===== src/hw/gp_timer_pkg.sv =====
package gp_timer_pkg;

    // ==========================================================
    // Register map, byte addresses on the 32-bit register port.
    // ==========================================================
    localparam int ADDR_WIDTH = 8;
    localparam int DATA_WIDTH = 32;
    localparam logic [7:0] OFFSET_TIMER_CONFIG = 8'h8C;
    localparam logic [7:0] OFFSET_TIMER_COUNT = 8'h90;
    localparam logic [7:0] OFFSET_CYCLE_TALLY = 8'h9C;
    localparam logic [7:0] OFFSET_IRQ_STATUS = 8'hC0;
    localparam logic [7:0] OFFSET_IRQ_MASK = 8'hC4;
    localparam logic [7:0] OFFSET_BUS_CONFIG = 8'hC8;

    // ==========================================================
    // Field positions and reset values.
    // ==========================================================
    localparam int TIMER_ENABLE_BIT = 29;
    localparam int PRELOAD_WIDTH = 16;
    localparam logic [15:0] PRELOAD_RESET = 16'hFFFF;
    localparam logic [15:0] COUNT_RESET = 16'hFFFF;
    localparam logic [15:0] PRELOAD_PRESET = 16'hFFFF;
    localparam int HALF_MODE_BIT = 0;
    localparam int HALF_SELECT_BIT = 1;
    localparam int IRQ_COUNT = 2;
    localparam int IRQ_TIMER_BIT = 0;
    localparam int IRQ_TALLY_WRAP_BIT = 1;
    localparam logic [1:0] IRQ_MASK_RESET = 2'h0;

    // ==========================================================
    // Timing.
    // ==========================================================
    localparam int CLK_PERIOD_NS = 20;
    localparam int CLK_FREQ_HZ = 50000000;
    localparam int TALLY_FREQ_HZ = 25000000;
    localparam int TALLY_DIV = CLK_FREQ_HZ / TALLY_FREQ_HZ;
    localparam int TALLY_SETTLE_NS = 160;
    // A longest time: rounded down, but never below one cycle.
    localparam int TALLY_SETTLE_CYCLES = (TALLY_SETTLE_NS / CLK_PERIOD_NS < 1) ? 1
        : TALLY_SETTLE_NS / CLK_PERIOD_NS;
    localparam int TIMER_TICK_DIV_DEFAULT = 2;

    // ==========================================================
    // Types.
    // ==========================================================
    typedef struct packed {
        logic [7:0] addr;
        logic [31:0] wdata;
        logic wr;
        logic rd;
    } reg_req_type;

    typedef enum logic [0:0] {
        TIMER_HALTED = 1'b0,
        TIMER_RUNNING = 1'b1
    } timer_state_type;

endpackage : gp_timer_pkg


===== src/hw/cycle_tally_counter.sv =====
`timescale 1ns/100ps

// Free-running tally advanced once per cycle of the slower tally clock rate.
module cycle_tally_counter #(
    parameter int COUNT_WIDTH = 32,
    parameter int DIV = gp_timer_pkg::TALLY_DIV,
    parameter int SETTLE_CYCLES = gp_timer_pkg::TALLY_SETTLE_CYCLES
) (
    input wire logic clk_in,
    input wire logic rst_n_in,
    input wire logic ce_in,
    output logic [COUNT_WIDTH-1:0] count_out,
    output logic wrap_out
);

    // ==========================================================
    // Elaboration checks.
    // ==========================================================
    generate
        if (COUNT_WIDTH < 2 || DIV < 1 || DIV > 255 || SETTLE_CYCLES < 1 || SETTLE_CYCLES > 255)
        begin : g_bad_param
            $error("cycle_tally_counter: unsupported parameter value.");
        end
    endgenerate

    logic [7:0] phase_q;
    logic [7:0] phase_d;
    logic [7:0] settle_q;
    logic [7:0] settle_d;
    logic [COUNT_WIDTH-1:0] count_q;
    logic [COUNT_WIDTH-1:0] count_d;
    logic wrap_q;
    logic wrap_d;
    logic tick;

    // ==========================================================
    // Next-state logic.
    // ==========================================================
    // The settle window holds the tally at zero after reset, so early reads see a cleared value.
    always_comb
    begin
        phase_d = phase_q;
        settle_d = settle_q;
        count_d = count_q;
        wrap_d = 1'b0;
        tick = 1'b0;
        if (settle_q != 8'h00)
        begin
            settle_d = settle_q - 8'h01;
        end
        else if (phase_q == 8'(DIV - 1))
        begin
            phase_d = 8'h00;
            tick = 1'b1;
        end
        else
        begin
            phase_d = phase_q + 8'h01;
        end
        if (tick)
        begin
            count_d = count_q + {{(COUNT_WIDTH-1){1'b0}}, 1'b1};
            wrap_d = &count_q;
        end
    end

    // Nothing here looks at power state, but the tally holds its value while ce_in is low.
    always_ff @(posedge clk_in or negedge rst_n_in)
    begin
        if (!rst_n_in)
        begin
            phase_q <= 8'h00;
            settle_q <= 8'(SETTLE_CYCLES);
            count_q <= '0;
            wrap_q <= 1'b0;
        end
        else if (ce_in)
        begin
            phase_q <= phase_d;
            settle_q <= settle_d;
            count_q <= count_d;
            wrap_q <= wrap_d;
        end
    end

    assign count_out = count_q;
    assign wrap_out = wrap_q;

endmodule : cycle_tally_counter


===== src/hw/gp_timer_and_cycle_counter.sv =====
// Added by the designer: the plain strobed port.
`timescale 1ns/100ps

// Behaviour
// - Writing one to config bit 29 runs the timer; writing zero halts it; resets zero.
// - On run bit falling from one to zero, preload field is forced to FFFFh.
// - Config bits 15-0 hold a writable preload, reset FFFFh, loaded into the timer.
// - Count register shows the live 16-bit timer value, FFFFh after reset, upper bits zero.
// - A running timer raises host interrupts at intervals set by the preload.
// - Read-only 32-bit tally starts at zero at reset, advances each 25MHz cycle.
// - At its maximum value the tally wraps to zero and keeps counting.
// - In half-word mode the first tally read latches all 32 bits for the second.
// - After reset the tally may take up to 160ns to clear; early reads may be stale.
// - The tally keeps counting in every power state; here it holds while ce_in is low.
module gp_timer_and_cycle_counter #(
    parameter int TICK_DIV = gp_timer_pkg::TIMER_TICK_DIV_DEFAULT,
    parameter int TALLY_WIDTH = 32
) (
    input wire logic clk_in,
    input wire logic rst_n_in,
    input wire logic ce_in,
    input wire gp_timer_pkg::reg_req_type reg_req_in,
    output logic [31:0] rd_data_out,
    output logic irq_out
);

    // ==========================================================
    // Elaboration checks.
    // ==========================================================
    generate
        if (TICK_DIV < 1 || TICK_DIV > 65535 || TALLY_WIDTH < 2 || TALLY_WIDTH > 32)
        begin : g_bad_param
            $error("gp_timer_and_cycle_counter: unsupported parameter value.");
        end
    endgenerate

    // ==========================================================
    // Declarations.
    // ==========================================================
    gp_timer_pkg::timer_state_type state_q;
    gp_timer_pkg::timer_state_type state_d;
    logic [15:0] preload_q;
    logic [15:0] preload_d;
    logic [15:0] count_q;
    logic [15:0] count_d;
    logic [15:0] prescale_q;
    logic [15:0] prescale_d;
    logic timer_event;
    logic [gp_timer_pkg::IRQ_COUNT-1:0] irq_status_q;
    logic [gp_timer_pkg::IRQ_COUNT-1:0] irq_status_d;
    logic [gp_timer_pkg::IRQ_COUNT-1:0] irq_mask_q;
    logic [gp_timer_pkg::IRQ_COUNT-1:0] irq_mask_d;
    logic [gp_timer_pkg::IRQ_COUNT-1:0] irq_events;
    logic irq_q;
    logic irq_d;
    logic half_mode_q;
    logic half_mode_d;
    logic [31:0] tally_latch_q;
    logic [31:0] tally_latch_d;
    logic tally_held_q;
    logic tally_held_d;
    logic [31:0] rd_data_q;
    logic [31:0] rd_data_d;
    logic [TALLY_WIDTH-1:0] tally_count;
    logic tally_wrap;
    logic [7:0] word_addr;
    logic wr_config;
    logic wr_mask;
    logic wr_bus_config;
    logic rd_status;
    logic rd_tally;
    logic run_bit;

    // ==========================================================
    // Free-running tally.
    // ==========================================================
    // The tally lives in its own module: its only control input is ce_in, and it must never be stopped by software.
    cycle_tally_counter #(
        .COUNT_WIDTH(TALLY_WIDTH),
        .DIV(gp_timer_pkg::TALLY_DIV),
        .SETTLE_CYCLES(gp_timer_pkg::TALLY_SETTLE_CYCLES)
    ) u_cycle_tally (
        .clk_in(clk_in),
        .rst_n_in(rst_n_in),
        .ce_in(ce_in),
        .count_out(tally_count),
        .wrap_out(tally_wrap)
    );

    // ==========================================================
    // Address decode.
    // ==========================================================
    // Bit 1 of the address picks a half only in half-word mode, so whole-word decode ignores it.
    always_comb
    begin
        word_addr = {reg_req_in.addr[7:2], 2'b00};
        wr_config = reg_req_in.wr && (word_addr == gp_timer_pkg::OFFSET_TIMER_CONFIG);
        wr_mask = reg_req_in.wr && (word_addr == gp_timer_pkg::OFFSET_IRQ_MASK);
        wr_bus_config = reg_req_in.wr && (word_addr == gp_timer_pkg::OFFSET_BUS_CONFIG);
        rd_status = reg_req_in.rd && (word_addr == gp_timer_pkg::OFFSET_IRQ_STATUS);
        rd_tally = reg_req_in.rd && (word_addr == gp_timer_pkg::OFFSET_CYCLE_TALLY);
        run_bit = reg_req_in.wdata[gp_timer_pkg::TIMER_ENABLE_BIT];
    end

    // ==========================================================
    // General purpose timer.
    // ==========================================================
    // The run state is the enable bit itself; the preload and count follow it.
    always_comb
    begin
        state_d = state_q;
        preload_d = preload_q;
        count_d = count_q;
        prescale_d = prescale_q;
        timer_event = 1'b0;
        case (state_q)
            gp_timer_pkg::TIMER_HALTED:
            begin
                // A halted timer keeps its count so software can still read where it stopped.
                prescale_d = 16'h0000;
                if (wr_config)
                begin
                    preload_d = reg_req_in.wdata[gp_timer_pkg::PRELOAD_WIDTH-1:0];
                    if (run_bit)
                    begin
                        state_d = gp_timer_pkg::TIMER_RUNNING;
                        count_d = reg_req_in.wdata[gp_timer_pkg::PRELOAD_WIDTH-1:0];
                    end
                end
            end
            gp_timer_pkg::TIMER_RUNNING:
            begin
                if (prescale_q == 16'(TICK_DIV - 1))
                begin
                    prescale_d = 16'h0000;
                    if (count_q == 16'h0000)
                    begin
                        timer_event = 1'b1;
                        count_d = preload_q;
                    end
                    else
                    begin
                        count_d = count_q - 16'h0001;
                    end
                end
                else
                begin
                    prescale_d = prescale_q + 16'h0001;
                end
                if (wr_config)
                begin
                    // A new preload takes effect at the next reload, not on the count in flight.
                    preload_d = reg_req_in.wdata[gp_timer_pkg::PRELOAD_WIDTH-1:0];
                    if (!run_bit)
                    begin
                        state_d = gp_timer_pkg::TIMER_HALTED;
                        preload_d = gp_timer_pkg::PRELOAD_PRESET;
                    end
                end
            end
            default:
            begin
                state_d = gp_timer_pkg::TIMER_HALTED;
            end
        endcase
    end

    always_ff @(posedge clk_in or negedge rst_n_in)
    begin
        if (!rst_n_in)
        begin
            state_q <= gp_timer_pkg::TIMER_HALTED;
            preload_q <= gp_timer_pkg::PRELOAD_RESET;
            count_q <= gp_timer_pkg::COUNT_RESET;
            prescale_q <= 16'h0000;
        end
        else if (ce_in)
        begin
            state_q <= state_d;
            preload_q <= preload_d;
            count_q <= count_d;
            prescale_q <= prescale_d;
        end
    end

    // ==========================================================
    // Interrupt status, mask and output.
    // ==========================================================
    assign irq_events[gp_timer_pkg::IRQ_TIMER_BIT] = timer_event;
    assign irq_events[gp_timer_pkg::IRQ_TALLY_WRAP_BIT] = tally_wrap;

    // Each status bit is sticky; a read clears it, but an event in the same cycle wins.
    genvar bit_idx;
    generate
        for (bit_idx = 0; bit_idx < gp_timer_pkg::IRQ_COUNT; bit_idx = bit_idx + 1)
        begin : g_irq_bit
            always_comb
            begin
                if (irq_events[bit_idx])
                begin
                    irq_status_d[bit_idx] = 1'b1;
                end
                else if (rd_status)
                begin
                    irq_status_d[bit_idx] = 1'b0;
                end
                else
                begin
                    irq_status_d[bit_idx] = irq_status_q[bit_idx];
                end
            end
        end
    endgenerate

    // The output is registered from the next status and mask, so it changes in the same cycle as the status.
    always_comb
    begin
        irq_mask_d = irq_mask_q;
        if (wr_mask)
        begin
            irq_mask_d = reg_req_in.wdata[gp_timer_pkg::IRQ_COUNT-1:0];
        end
        irq_d = |(irq_status_d & irq_mask_d);
    end

    always_ff @(posedge clk_in or negedge rst_n_in)
    begin
        if (!rst_n_in)
        begin
            irq_status_q <= '0;
            irq_mask_q <= gp_timer_pkg::IRQ_MASK_RESET;
            irq_q <= 1'b0;
        end
        else if (ce_in)
        begin
            irq_status_q <= irq_status_d;
            irq_mask_q <= irq_mask_d;
            irq_q <= irq_d;
        end
    end

    // ==========================================================
    // Half-word mode and tally snapshot.
    // ==========================================================
    // The snapshot pairs any two tally reads in half-word mode; a lone first read leaves it held until the next tally read or a bus config write.
    always_comb
    begin
        half_mode_d = half_mode_q;
        tally_latch_d = tally_latch_q;
        tally_held_d = tally_held_q;
        if (wr_bus_config)
        begin
            half_mode_d = reg_req_in.wdata[gp_timer_pkg::HALF_MODE_BIT];
            tally_held_d = 1'b0;
        end
        else if (rd_tally && half_mode_q)
        begin
            if (tally_held_q)
            begin
                tally_held_d = 1'b0;
            end
            else
            begin
                tally_latch_d = 32'(tally_count);
                tally_held_d = 1'b1;
            end
        end
    end

    always_ff @(posedge clk_in or negedge rst_n_in)
    begin
        if (!rst_n_in)
        begin
            half_mode_q <= 1'b0;
            tally_latch_q <= 32'h0000_0000;
            tally_held_q <= 1'b0;
        end
        else if (ce_in)
        begin
            half_mode_q <= half_mode_d;
            tally_latch_q <= tally_latch_d;
            tally_held_q <= tally_held_d;
        end
    end

    // ==========================================================
    // Read data.
    // ==========================================================
    // Data stand for one cycle only; idle cycles and unmapped addresses read as zero.
    always_comb
    begin
        logic [31:0] word;
        logic [31:0] tally_view;
        word = 32'h0000_0000;
        tally_view = tally_held_q ? tally_latch_q : 32'(tally_count);
        case (word_addr)
            gp_timer_pkg::OFFSET_TIMER_CONFIG:
            begin
                word[gp_timer_pkg::TIMER_ENABLE_BIT] = (state_q == gp_timer_pkg::TIMER_RUNNING);
                word[15:0] = preload_q;
            end
            gp_timer_pkg::OFFSET_TIMER_COUNT:
            begin
                word[15:0] = count_q;
            end
            gp_timer_pkg::OFFSET_CYCLE_TALLY:
            begin
                word = tally_view;
            end
            gp_timer_pkg::OFFSET_IRQ_STATUS:
            begin
                word[gp_timer_pkg::IRQ_COUNT-1:0] = irq_status_q;
            end
            gp_timer_pkg::OFFSET_IRQ_MASK:
            begin
                word[gp_timer_pkg::IRQ_COUNT-1:0] = irq_mask_q;
            end
            gp_timer_pkg::OFFSET_BUS_CONFIG:
            begin
                word[gp_timer_pkg::HALF_MODE_BIT] = half_mode_q;
            end
            default:
            begin
                word = 32'h0000_0000;
            end
        endcase
        if (!reg_req_in.rd)
        begin
            rd_data_d = 32'h0000_0000;
        end
        else if (half_mode_q)
        begin
            // In half-word mode the selected half sits in the low sixteen bits.
            rd_data_d = {16'h0000, reg_req_in.addr[gp_timer_pkg::HALF_SELECT_BIT] ? word[31:16] : word[15:0]};
        end
        else
        begin
            rd_data_d = word;
        end
    end

    always_ff @(posedge clk_in or negedge rst_n_in)
    begin
        if (!rst_n_in)
        begin
            rd_data_q <= 32'h0000_0000;
        end
        else if (ce_in)
        begin
            rd_data_q <= rd_data_d;
        end
    end

    assign rd_data_out = rd_data_q;
    assign irq_out = irq_q;

endmodule : gp_timer_and_cycle_counter


===== config.mk =====
export PLATFORM = sky130hd
export DESIGN_NAME = gp_timer_and_cycle_counter
export DESIGN_NICKNAME = d
export VERILOG_FILES = /design/src/hw/gp_timer_pkg.sv /design/src/hw/cycle_tally_counter.sv /design/src/hw/gp_timer_and_cycle_counter.sv
export SDC_FILE = /design/constraint.sdc
export NUM_CORES = 1
export LEC_CHECK = 0
export ABC_AREA = 1
export BUFFER_PORTS_ARGS = -buffer_cell sky130_fd_sc_hd__clkbuf_2
export CORE_UTILIZATION = 50
export DETAILED_ROUTE_END_ITERATION = 10
export PLACE_DENSITY_LB_ADDON = 0.08
export SLEW_MARGIN = 20
export SYNTH_ARGS = -nofsm -noshare
export SYNTH_HDL_FRONTEND = slang
export SYNTH_SLANG_ARGS = --single-unit

===== constraint.sdc =====
create_clock -name clk_in -period 2.1 [get_ports clk_in]
set_input_delay 0.315 -clock clk_in [delete_from_list [all_inputs] [get_ports clk_in]]
set_output_delay 0.315 -clock clk_in [all_outputs]
set_load 0.005 [all_outputs]

## Yosys cells after proc, flatten, opt, wreduce, memory -nomap -nowiden

Cells that the tools add are included.

| operators by class | value |
|---|---|
| bitwise logic cells | 4 |
| reduce and logical (&&, ||, !) cells | 19 |
| multiplexer cells | 40 |
| $add $sub $neg | 5 |
| eq/ne operators | 12 |

Operators by type and width:

| cell | number |
|---|---|
| $mux W16 | 9 |
| $mux W32 | 3 |
| $pmux W16 S2 | 3 |
| $pmux W14 S3 | 1 |
| $eq A6 B6 Y1 const B | 6 |
| $add A32 B1 Y32 const B | 1 |
| $reduce_and A32 Y1 | 1 |
| $add A16 B1 Y16 const B | 1 |
| $eq A16 B1 Y1 const B | 1 |
| $logic_not A16 Y1 | 1 |
| $mux W1 | 16 |
| $sub A16 B1 Y16 const B | 1 |
| $mux W13 | 1 |
| $reduce_and A2 Y1 | 5 |
| $add A8 B1 Y8 const B | 1 |
| $eq A8 B1 Y1 const B | 1 |
| $mux W8 | 1 |
| $reduce_bool A8 Y1 | 1 |
| $sub A8 B1 Y8 const B | 1 |
| $logic_and A1 B1 Y1 | 6 |
| $pmux W1 S6 | 1 |
| $reduce_and A3 Y1 | 2 |
| $pmux W1 S5 | 1 |
| $mux W2 | 2 |
| 8 further kinds | 13 |

| word-level totals | value |
|---|---|
| word-level logic and storage cells | 95 |
| output and inout bits | 33 |
| register bits | 169 |
| bits of input ports | 45 |

## Depth between registers and ports, before layout

Gate-level depths: netlist of the first run.

| depth | value |
|---|---|
| depth in word-level cells | 7 |
| gate-level depth with buffers | 12 |
| gate-level depth less buffers | 12 |

## Cells and area by module

From an unflattened synthesis of the first run, not the netlist that was laid out.

| unflattened totals | value |
|---|---|
| cells, all modules | 1424 |
| area, all modules | 10188.5 µm² |

By module, submodules not included:

| module | times used | sequential area each (µm²) | area each (µm²) | cells an instance |
|---|---|---|---|---|
| gp_timer_and_cycle_counter | 1 | 3042.9 | 7307.0 | 1021 |
| cycle_tally_counter | 1 | 1227.4 | 2881.5 | 403 |

## Least setup slack after synthesis of the first run

No wires, ideal clock.

| timing | value |
|---|---|
| kind | flip-flop to flip-flop |
| start | register u_cycle_tally.settle_q[0] |
| end | register u_cycle_tally.count_q[13], in the netlist u_cycle_tally.count_out[13] |
| required time | 1.983 ns |
| stages on the path, launching flop included | 12 |
| data arrival time | 1.503 ns |
| clock period less this slack | 1.619 ns |
| slack | 0.481 ns |
| buffers on the path | 0 |
| setup time | 0.117 ns |
| cell sequence | dfrtp_1 inv_1 ha_1 nand3_2 nor2_2 nand2_2 nor2_2 nand2_1 inv_2 nand2_1 nand2_1 nand2_1 |

| on the way | value |
|---|---|
| word-level cells in the longest chain between the ends | 3 |

Ends and longest elaborated chain:

| what | RTL line | text |
|---|---|---|
| start: declaration | cycle_tally_counter.sv:28 | `logic [7:0] settle_q;` |
| start signal: assignment | cycle_tally_counter.sv:73 | `settle_q <= 8'(SETTLE_CYCLES);` |
| start signal: assignment | cycle_tally_counter.sv:80 | `settle_q <= settle_d;` |
| $reduce_bool A8 Y1 | cycle_tally_counter.sv:47 | `if (settle_q != 8'h00)` |
| $mux W1 | cycle_tally_counter.sv:47 |  |
| $reduce_and A2 Y1 (no source line) | n/a |  |
| end signal: assignment | cycle_tally_counter.sv:81 | `count_q <= count_d;` |
| end: declaration | cycle_tally_counter.sv:30 | `logic [COUNT_WIDTH-1:0] count_q;` |

No other way between the ends.
A chain may end at the register's enable or synchronous reset.

## Worst setup path in the final report of the first run

| timing | value |
|---|---|
| start | register u_cycle_tally.settle_q[0] |
| end | register u_cycle_tally.settle_q[5] |

| on the way | value |
|---|---|
| word-level cells in the longest chain between the ends | 2 |
| elaborated cells between the ends (all ways) | 3 |
| classes of those cells | add/sub (1); reduce/logical (2) |

Ends and longest elaborated chain:

| what |
|---|
| parallel branches: the longest is 2 deep, another holds $sub A8 B1 Y8 |

Parallel ways; which one is timed is not known.

==> results of run 1 <==
-- metrics by stage --
| step | instances | area [sq um] |
|---|---|---|
| after floorplan | 1456 | 10100 |
| final | 1803 | 11400 |
| after global placement | 1770 | 10800 |
| after detailed placement | 1770 | 10800 |
| after global routing | 1803 | 11400 |
| after CTS | 1803 | 11400 |
-- cells by family after synthesis --
kind of cell             synth area share
AND/OR/NAND/NOR                     0.364
XOR/XNOR                           0.0295
AO/OA/AOI/OAI                      0.0915
flip-flops                          0.424
buffers and inverters              0.0810
adder cells (fa/ha/maj)           0.00993
-- synthesized netlist by cell type (all sizes together) --
master | instances | share of area
o21bai | 1 | 0.00074
a21oi | 19 | 0.0094
nand2 | 546 | 0.21
a32o | 13 | 0.013
clkinv | 2 | 0.00087
inv | 143 | 0.053
nor4 | 1 | 0.00062
xor2 | 27 | 0.023
nand3b | 1 | 0.00074
nand4 | 25 | 0.017
nor3 | 22 | 0.011
ha | 8 | 0.0099
buf | 27 | 0.018
nor2 | 185 | 0.075
dfrtp | 136 | 0.34
o22ai | 2 | 0.0012
a21boi | 1 | 0.00074
dfstp | 33 | 0.086
clkbuf | 22 | 0.0082
xnor2 | 7 | 0.0061
nand3 | 101 | 0.052
a31o | 1 | 0.00087
or2 | 1 | 0.00062
o21ai | 132 | 0.066
-- flip-flops by register name, indices dropped and copies added (netlist names), 2 cells and up, named ones only --
signal,count
irq_status_q,2
preload_q,16
u_cycle_tally.settle_q,8
u_cycle_tally.phase_q,8
u_cycle_tally.count_out,32
count_q,16
tally_latch_q,32
prescale_q,16
rd_data_out,32
irq_mask_q,2
-- timing repair --
item | in CTS | in global routing
hold buffers | 1 | 0
setup endpoints to repair | 0 | 0
gates resized for setup | 0 | 0
hold endpoints to repair | 30 | 0
-- layer usage --
metal	global-route usage	vias up	part of all wire
met3	0.0507	41	0.064
met4	0.0829	0	0.021
met2	0.430	276	0.45
met5	0	-	0
met1	0.409	4385	0.47
li1	-	4752	-
-- worst max-delay path, delay by kind of cell (launching register included) --
| family | cells | cell delay [ns] |
|---|---|---|
| xor+xnor | 1 | 0.19 |
| fa+ha+maj | 1 | 0.24 |
| buf+inv | 1 | 0.08 |
| flops | 1 | 0.36 |
| simple gates | 4 | 0.88 |
-- worst paths after layout --
| check | from | to | slack (ns) |
|---|---|---|---|
| setup / recovery | u_cycle_tally.settle_q[0]$_DFFE_PN0P_ | u_cycle_tally.settle_q[5]$_DFFE_PN0P_ | 0.23 |
| hold / removal | reg_req_in[31] | flop | 0.14 |
| setup reg to reg | u_cycle_tally.settle_q[0]$_DFFE_PN0P_ | u_cycle_tally.settle_q[5]$_DFFE_PN0P_ | 0.23 |
| hold reg to reg | u_cycle_tally.settle_q[0]$_DFFE_PN0P_ | u_cycle_tally.settle_q[0]$_DFFE_PN0P_ | 0.47 |
| max in group asynchronous | rst_n_in | preload_q[1]$_DFFE_PN1P_ | 1.02 |
| min in group asynchronous | rst_n_in | u_cycle_tally.count_out[30]$_DFFE_PN0P_ | 0.36 |
-- power by group --
part | internal, mW | total, mW | switching, mW
clock | 1.67 | 3.11 | 1.44
sequential | 3.83 | 4.43 | 0.600
combinational | 0.877 | 2.41 | 1.53
total | 6.38 | 9.95 | 3.57
-- area by class of cell --
class	count	area [sq um]	share of cell area
clock inverter	14	136	0.0120
timing repair buffer	99	649	0.0572
inverter	145	548	0.0482
multi-input combinational	1093	4990	0.440
clock buffer	18	429	0.0378
tap	265	332	0.0292
sequential	169	4270	0.376
==> flow_summary.ini, run 1 <==
[critical_path]
worst_setup_path_end_kind = flop
cp_max_fo = 11
cp.arrival_ns = 2.18
cp_slowest_cell = nor2_1
reg2regPathDepth = 7
slowest_delay_ns = 0.51
crit_chain = inv_1, ha_1, nand3_2, nor3_1, nor2_1, nand3_1, xor2_1
startpoint_type = flop
required_ns = 2.42
crit_type = reg2reg

[detailed_routing]
postRouteAntennaNets = 0
drt-total-wl_um = 27400
routedWlPerCell_um = 15.2
drc = 0
vias = 9454
drt-vias-per-instance = 5.24
drt_first_iter_violations = 753
dr.pass1.iters = 6

[global_routing]
grtUsageTotal = 0.283
grt_max_degree = 54
overflow = 0
grt_first_pass_wirelength_um = 44900
antenna_found_initial = 0
grt_pass1_vias = 8764

[timing]
period_minus_slack_ns = 1.87
setup_viol = 0
rsz0062_at_grt = no
layout_setup_ws_ns = 0.234
tns_ns = 0
worst_pin_slew_ns = 0.651
fin_crit_sh = 0.888
hold_slack_ns = 0.139
hold_viol = 0
fmax_mhz = 536
slew_headroom = 0.564
clock-skew-final_ns = 0.0118
drv_slew = 0

[layout]
area_growth_pct = 12.7
layout_commonest_cell = nand2_1
nNetsFinal = 1578
n_antenna_cell = 0
fillers = 1915
utilization = 0.580
final_cell_mix = nand2_1, nor2_1, inv_1
drive_gt1_frac = 0.125

[clock_tree]
clock_latency_ns = 0.43
cts.sinks = 169
htreeDepth = 4
clkTransAtPathRegs_ns = 0.07
post_cts_buffers = 0
root_buffer = clkbuf_16
cts_buffers = 17
clock_path_buffers = 2
cts_tree = yes

[placed_design]
port_buffers = 61
place_congestion = 0.943
dp_hpwl_um = 20300
dp_slack_ns = 0.211

[synth]
syn_nets = 1509
syn_inst = 1456
ys_types = 38
yosysSeqAreaShare = 0.424
netlist_area_sq_um = 10100
synth_warnings = 0
ys_ff_latch = 169
syn_avg_cell_area_sq_um = 6.92

[pwr]
power_mw = 9.95
leakagePower_nw = 5.71
vdd_drop_max_uv = 560
p_per_area_nw_per_um2 = 876

[min_path]
holdPathStages = 3
hold_path_class = in2reg

[die]
die-area_sq_um = 20700
die_w_um = 144
pin_count = 78
std_cell_rows = 51
core_region_area_sq_um = 19600
floorplan.initialDensity = 0.515
die_h_um = 144

[run]
drv_cap = 0

[status]
outcome = completed
Power figures use the tool's default switching activity.
==> run 2, diff against run 1 <==
PLACE_DENSITY = 0.71   (was default)
PLACE_DENSITY_LB_ADDON = default   (was 0.08)
clock period = 1.5 ns   (was 2.1 ns; I/O delays follow)
==> flow_summary.ini, run 2 (synthesis results as in run 1) <==
[status]
outcome = complete, but fails checks
failed_checks = setup timing

[global_routing]
grt_util_met2 = 0.508
grt_first_pass_wirelength_um = 47600
grt_max_degree = 51
antenna_found_initial = 0
overflow = 0
busiest_layer = met2
grtUsageTotal = 0.297
use_met3 = 0.0454
grt_pass1_vias = 9731
met1_usage = 0.380

[pwr]
p_per_area_nw_per_um2 = 1250
vdd_drop_max_uv = 928
leakagePower_nw = 6.68

[timing]
drv_slew = 0
layout_setup_ws_ns = -0.0562
worst_pin_slew_ns = 0.398
rsz0062_at_grt = yes
slew_headroom = 0.733
fin_crit_sh = 1.04
fmax_mhz = 643
period_minus_slack_ns = 1.56
clock-skew-final_ns = 0.0133
hold_viol = 0
setup_viol = 45

[layout]
final_cell_mix = nand2_1, buf_4, dfrtp_1
layout_commonest_cell = nand2_1
n_antenna_cell = 0
multi_input_area_sq_um = 5870
regArea_sq_um = 4280
fillers = 1596
drive_gt1_frac = 0.309
stdcell_count = 1946
area_growth_pct = 34.5
nNetsFinal = 1721

[placed_design]
dp_slack_ns = -0.217
port_buffers = 61
dp_hpwl_um = 21600
dp_cells = 1890
place_congestion = 0.957

[detailed_routing]
dr.pass1.iters = 5
routedWlPerCell_um = 15.7
postRouteAntennaNets = 0
drt-vias-per-instance = 5.30
drt_first_iter_violations = 731
drt-total-wl_um = 30600
vias = 10300
drc = 0

[clock_tree]
clock_latency_ns = 0.44
clkTransAtPathRegs_ns = 0.07
cts_tree = yes
cts_buffers = 17
clock_path_buffers = 2
cts.sinks = 169
root_buffer = clkbuf_16
htreeDepth = 4

[min_path]
hold_path_class = in2reg

[die]
core_region_area_sq_um = 19600
floorplan.initialDensity = 0.515
std_cell_rows = 51
die_h_um = 144
die_w_um = 144
die-area_sq_um = 20700
pin_count = 78

[critical_path]
worst_setup_path_end_kind = flop
cp.arrival_ns = 1.92
crit_type = reg2reg
cp_max_fo = 7
required_ns = 1.87
startpoint_type = flop

[run]
drv_cap = 0
run 2: layout make-up:
| class | count | share of cell area |
|---|---|---|
| multi-input cells | 1093 | 0.432 |
| flip-flops and latches | 169 | 0.315 |
| repair buffers | 240 | 0.142 |
| inverters | 145 | 0.0427 |
| clock buffers | 18 | 0.0324 |
| well taps | 265 | 0.0244 |
| clock inverters | 14 | 0.0101 |
| repair inverters | 2 | 0.00101 |
run 2: routing by layer:
metal | share of wire | routed length [um]
met3 | 0.055 | 1680
met4 | 0.027 | 815
met5 | 0 | 0
met1 | 0.42 | 12800
met2 | 0.50 | 15400
run 2: where the power goes:
group,internal (mW),switching (mW),leakage [nW]
logic,2.94,3.59,4.30
registers,5.36,0.610,2.09
clock network,2.38,2.03,0.280
total,10.7,6.23,6.68
run 2: per-stage QoR:
stage | instance area, sq um | power (mW) | TNS, ns | hold WS (ns) | utilization
floorplan | 10100 | 8.59 | -1.48 | -0.0706 | -
global placement | 11800 | 10.8 | -2.77 | 0.0973 | 0.602
detailed placement | 11800 | 10.9 | -5.25 | 0.0938 | 0.602
CTS | 12700 | 15.7 | -0.925 | 0.0206 | 0.648
global route | 13600 | 17.8 | -6.09 | 0.0329 | 0.692
finish | 13600 | 16.9 | -1.41 | 0.0310 | 0.692
run 2: worst max-delay path, stage by stage, from the launching register on:
cell and delay, ns:
dfrtp_1 0.40, inv_2 0.08, ha_4 0.14, nand3_4 0.09, nor2_4 0.11, nand2_4 0.07
nor2_4 0.14, nand2_4 0.10, clkinv_8 0.10, clkbuf_16 0.16, nand2_2 0.04, o21ai_1 0.06
run 2: path summary, 6_finish.rpt:
path / from / to / slack (ns) / cells after the start
setup reg to reg: u_cycle_tally.settle_q[0]$_DFFE_PN0P_ / u_cycle_tally.count_out[17]$_DFFE_PN0P_ / -0.06 / 11
hold / removal: reg_req_in[31] / flop / 0.03 / 3
setup / recovery: u_cycle_tally.settle_q[0]$_DFFE_PN0P_ / u_cycle_tally.count_out[17]$_DFFE_PN0P_ / -0.06 / 11
min in group asynchronous: rst_n_in / u_cycle_tally.phase_q[5]$_DFFE_PN0P_ / 0.22 / 2
hold reg to reg: rd_data_out[6]$_DFFE_PN0P_ / rd_data_out[6]$_DFFE_PN0P_ / 0.48 / 2
max in group asynchronous: rst_n_in / u_cycle_tally.count_out[4]$_DFFE_PN0P_ / 0.67 / 3
run 2: what timing repair did:
action                                  CTS  global route
gates cloned                              2             3
resized for setup                        83           228
setup buffers                             5            13
hold buffers                              1             0
endpoints found under the hold margin   112             0
pin swaps                                23            47
endpoints found under the setup margin   70            93
==> run 3, diff against run 2 <==
GPL_TIMING_DRIVEN = 0   (was default)
==> flow_summary.ini, run 3 (synthesis results as in run 1) <==
[status]
outcome = complete, but fails checks
failed_checks = setup timing

[critical_path]
reg2regPathDepth = 12
required_ns = 1.87
startpoint = u_cycle_tally.settle_q[1]$_DFFE_PN0P_
cp-endpoint = u_cycle_tally.count_out[7]$_DFFE_PN0P_
crit_type = reg2reg
rr_endpoint = u_cycle_tally.count_out[7]$_DFFE_PN0P_
worst_setup_path_end_kind = flop
cp.arrival_ns = 2.10
startpoint_type = flop
r2r_slack_ns = -0.23
reg2reg_from = u_cycle_tally.settle_q[1]$_DFFE_PN0P_
cp_max_fo = 7

[clock_tree]
root_buffer = clkbuf_16
clock_latency_ns = 0.45
cts.sinks = 169
clock_path_buffers = 2
cts_buffers = 17
cts_tree = yes
clkTransAtPathRegs_ns = 0.07
htreeDepth = 4

[die]
die-area_sq_um = 20700
std_cell_rows = 51
die_w_um = 144
pin_count = 78
die_h_um = 144
core_region_area_sq_um = 19600
floorplan.initialDensity = 0.515

[pwr]
p_per_area_nw_per_um2 = 1230
vdd_drop_max_uv = 1100
leakagePower_nw = 6.29
power_mw = 16.1

[timing]
clock-skew-final_ns = 0.0125
fmax_mhz = 577
hold_viol = 0
drv_slew = 0
period_minus_slack_ns = 1.73
hold_slack_ns = 0.0373
setup_viol = 58
rsz0062_at_grt = yes
fin_crit_sh = 1.16
worst_pin_slew_ns = 0.610
slew_headroom = 0.593
layout_setup_ws_ns = -0.234

[placed_design]
dp_hpwl_um = 21700
place_congestion = 0.967
dpl_cell_area_sq_um = 10800
dp_slack_ns = -0.440
port_buffers = 60

[global_routing]
overflow = 0
antenna_found_initial = 0
grt_pass1_vias = 9409
grt_max_degree = 88
grt_first_pass_wirelength_um = 48200
grtUsageTotal = 0.305

[detailed_routing]
dr.pass1.iters = 5
drc = 0
drt_first_iter_violations = 724
routedWlPerCell_um = 16.8
drt-vias-per-instance = 5.47
vias = 10300
postRouteAntennaNets = 0
drt-total-wl_um = 31500

[layout]
layout_commonest_cell = nand2_1
area_growth_pct = 29.6
drive_gt1_frac = 0.288
nNetsFinal = 1653
stdcell_area_sq_um = 13100
final_cell_mix = nand2_1, inv_1, dfrtp_1
utilization = 0.667
n_antenna_cell = 0

[run]
drv_cap = 0

[min_path]
hold_path_class = in2reg
run 3: changes by cell type in the layout (fill, tap and decap cells not counted), sizes merged:
| cell | delta |
|---|---|
| clkbuf | +15 |
| clkinvlp | -1 |
| clkinv | -3 |
| bufinv | -1 |
| buf | -81 |
| inv | +3 |
run 3: worst min-delay path by stage:
stage                                        startpoint                                       to  slack, ns  depth (start not counted)
after detailed placement                       rst_n_in  u_cycle_tally.count_out[24]$_DFFE_PN0P_       0.30                          2
after floorplan                                rst_n_in                                async pin      -0.07                          0
after global placement    tally_latch_q[14]$_DFFE_PN0P_            tally_latch_q[14]$_DFFE_PN0P_       0.46                          2
after global routing                      reg_req_in[6]                 preload_q[4]$_DFFE_PN1P_       0.06                          3
after CTS                                reg_req_in[14]                preload_q[12]$_DFFE_PN1P_       0.04                          3
final                                    reg_req_in[13]                preload_q[11]$_DFFE_PN1P_       0.04                          3
run 3: what timing repair did:
item,4_1_cts,5_1_grt
gates cloned,2,2
hold buffers,1,0
endpoints found under the setup margin,117,99
pin swaps,24,87
gates resized for setup,180,223
setup buffers,27,34
endpoints found under the hold margin,61,0
run 3: critical path, cell delays in order (launching register included):
cell	delay (ns)
dfrtp_1	0.40
inv_2	0.07
ha_4	0.14
nand3_4	0.09
nor2_4	0.14
nand2_4	0.07
nor2_4	0.15
nand2_4	0.07
inv_2	0.07
buf_8	0.13
buf_8	0.14
o21ai_2	0.06
o21ai_1	0.08
run 3: layout make-up:
cell class / instances / area, sq um
Multi-Input combinational cell: 1093 / 6000
Clock inverter: 14 / 128
Buffer: 48 / 354
Sequential cell: 169 / 4290
Tap cell: 265 / 332
Fill cell: 1663 / 6530
Clock buffer: 18 / 439
Inverter: 145 / 579
Timing Repair Buffer: 126 / 951
run 3: where the power goes:
part           switching (mW)  internal (mW)
sequential              0.974           5.38
clock                    2.14           2.24
combinational            3.14           2.25
total                    6.25           9.88
run 3: per-stage QoR:
stage | cells | setup TNS, ns
2_1_floorplan | 1456 | -1.48
6_report | 1878 | -6.19
3_5_place_dp | 1783 | -32.03
3_3_place_gp | 1781 | -499.43
4_1_cts | 1844 | -3.03
5_1_grt | 1878 | -12.56
run 3: per-layer routing:
metal,GRT usage,wire length (um),vias up
met2,0.504,15400,383
li1,-,-,4925
met5,0,0,-
met4,0.124,1070,0
met1,0.397,12900,4891
met3,0.0510,2100,76
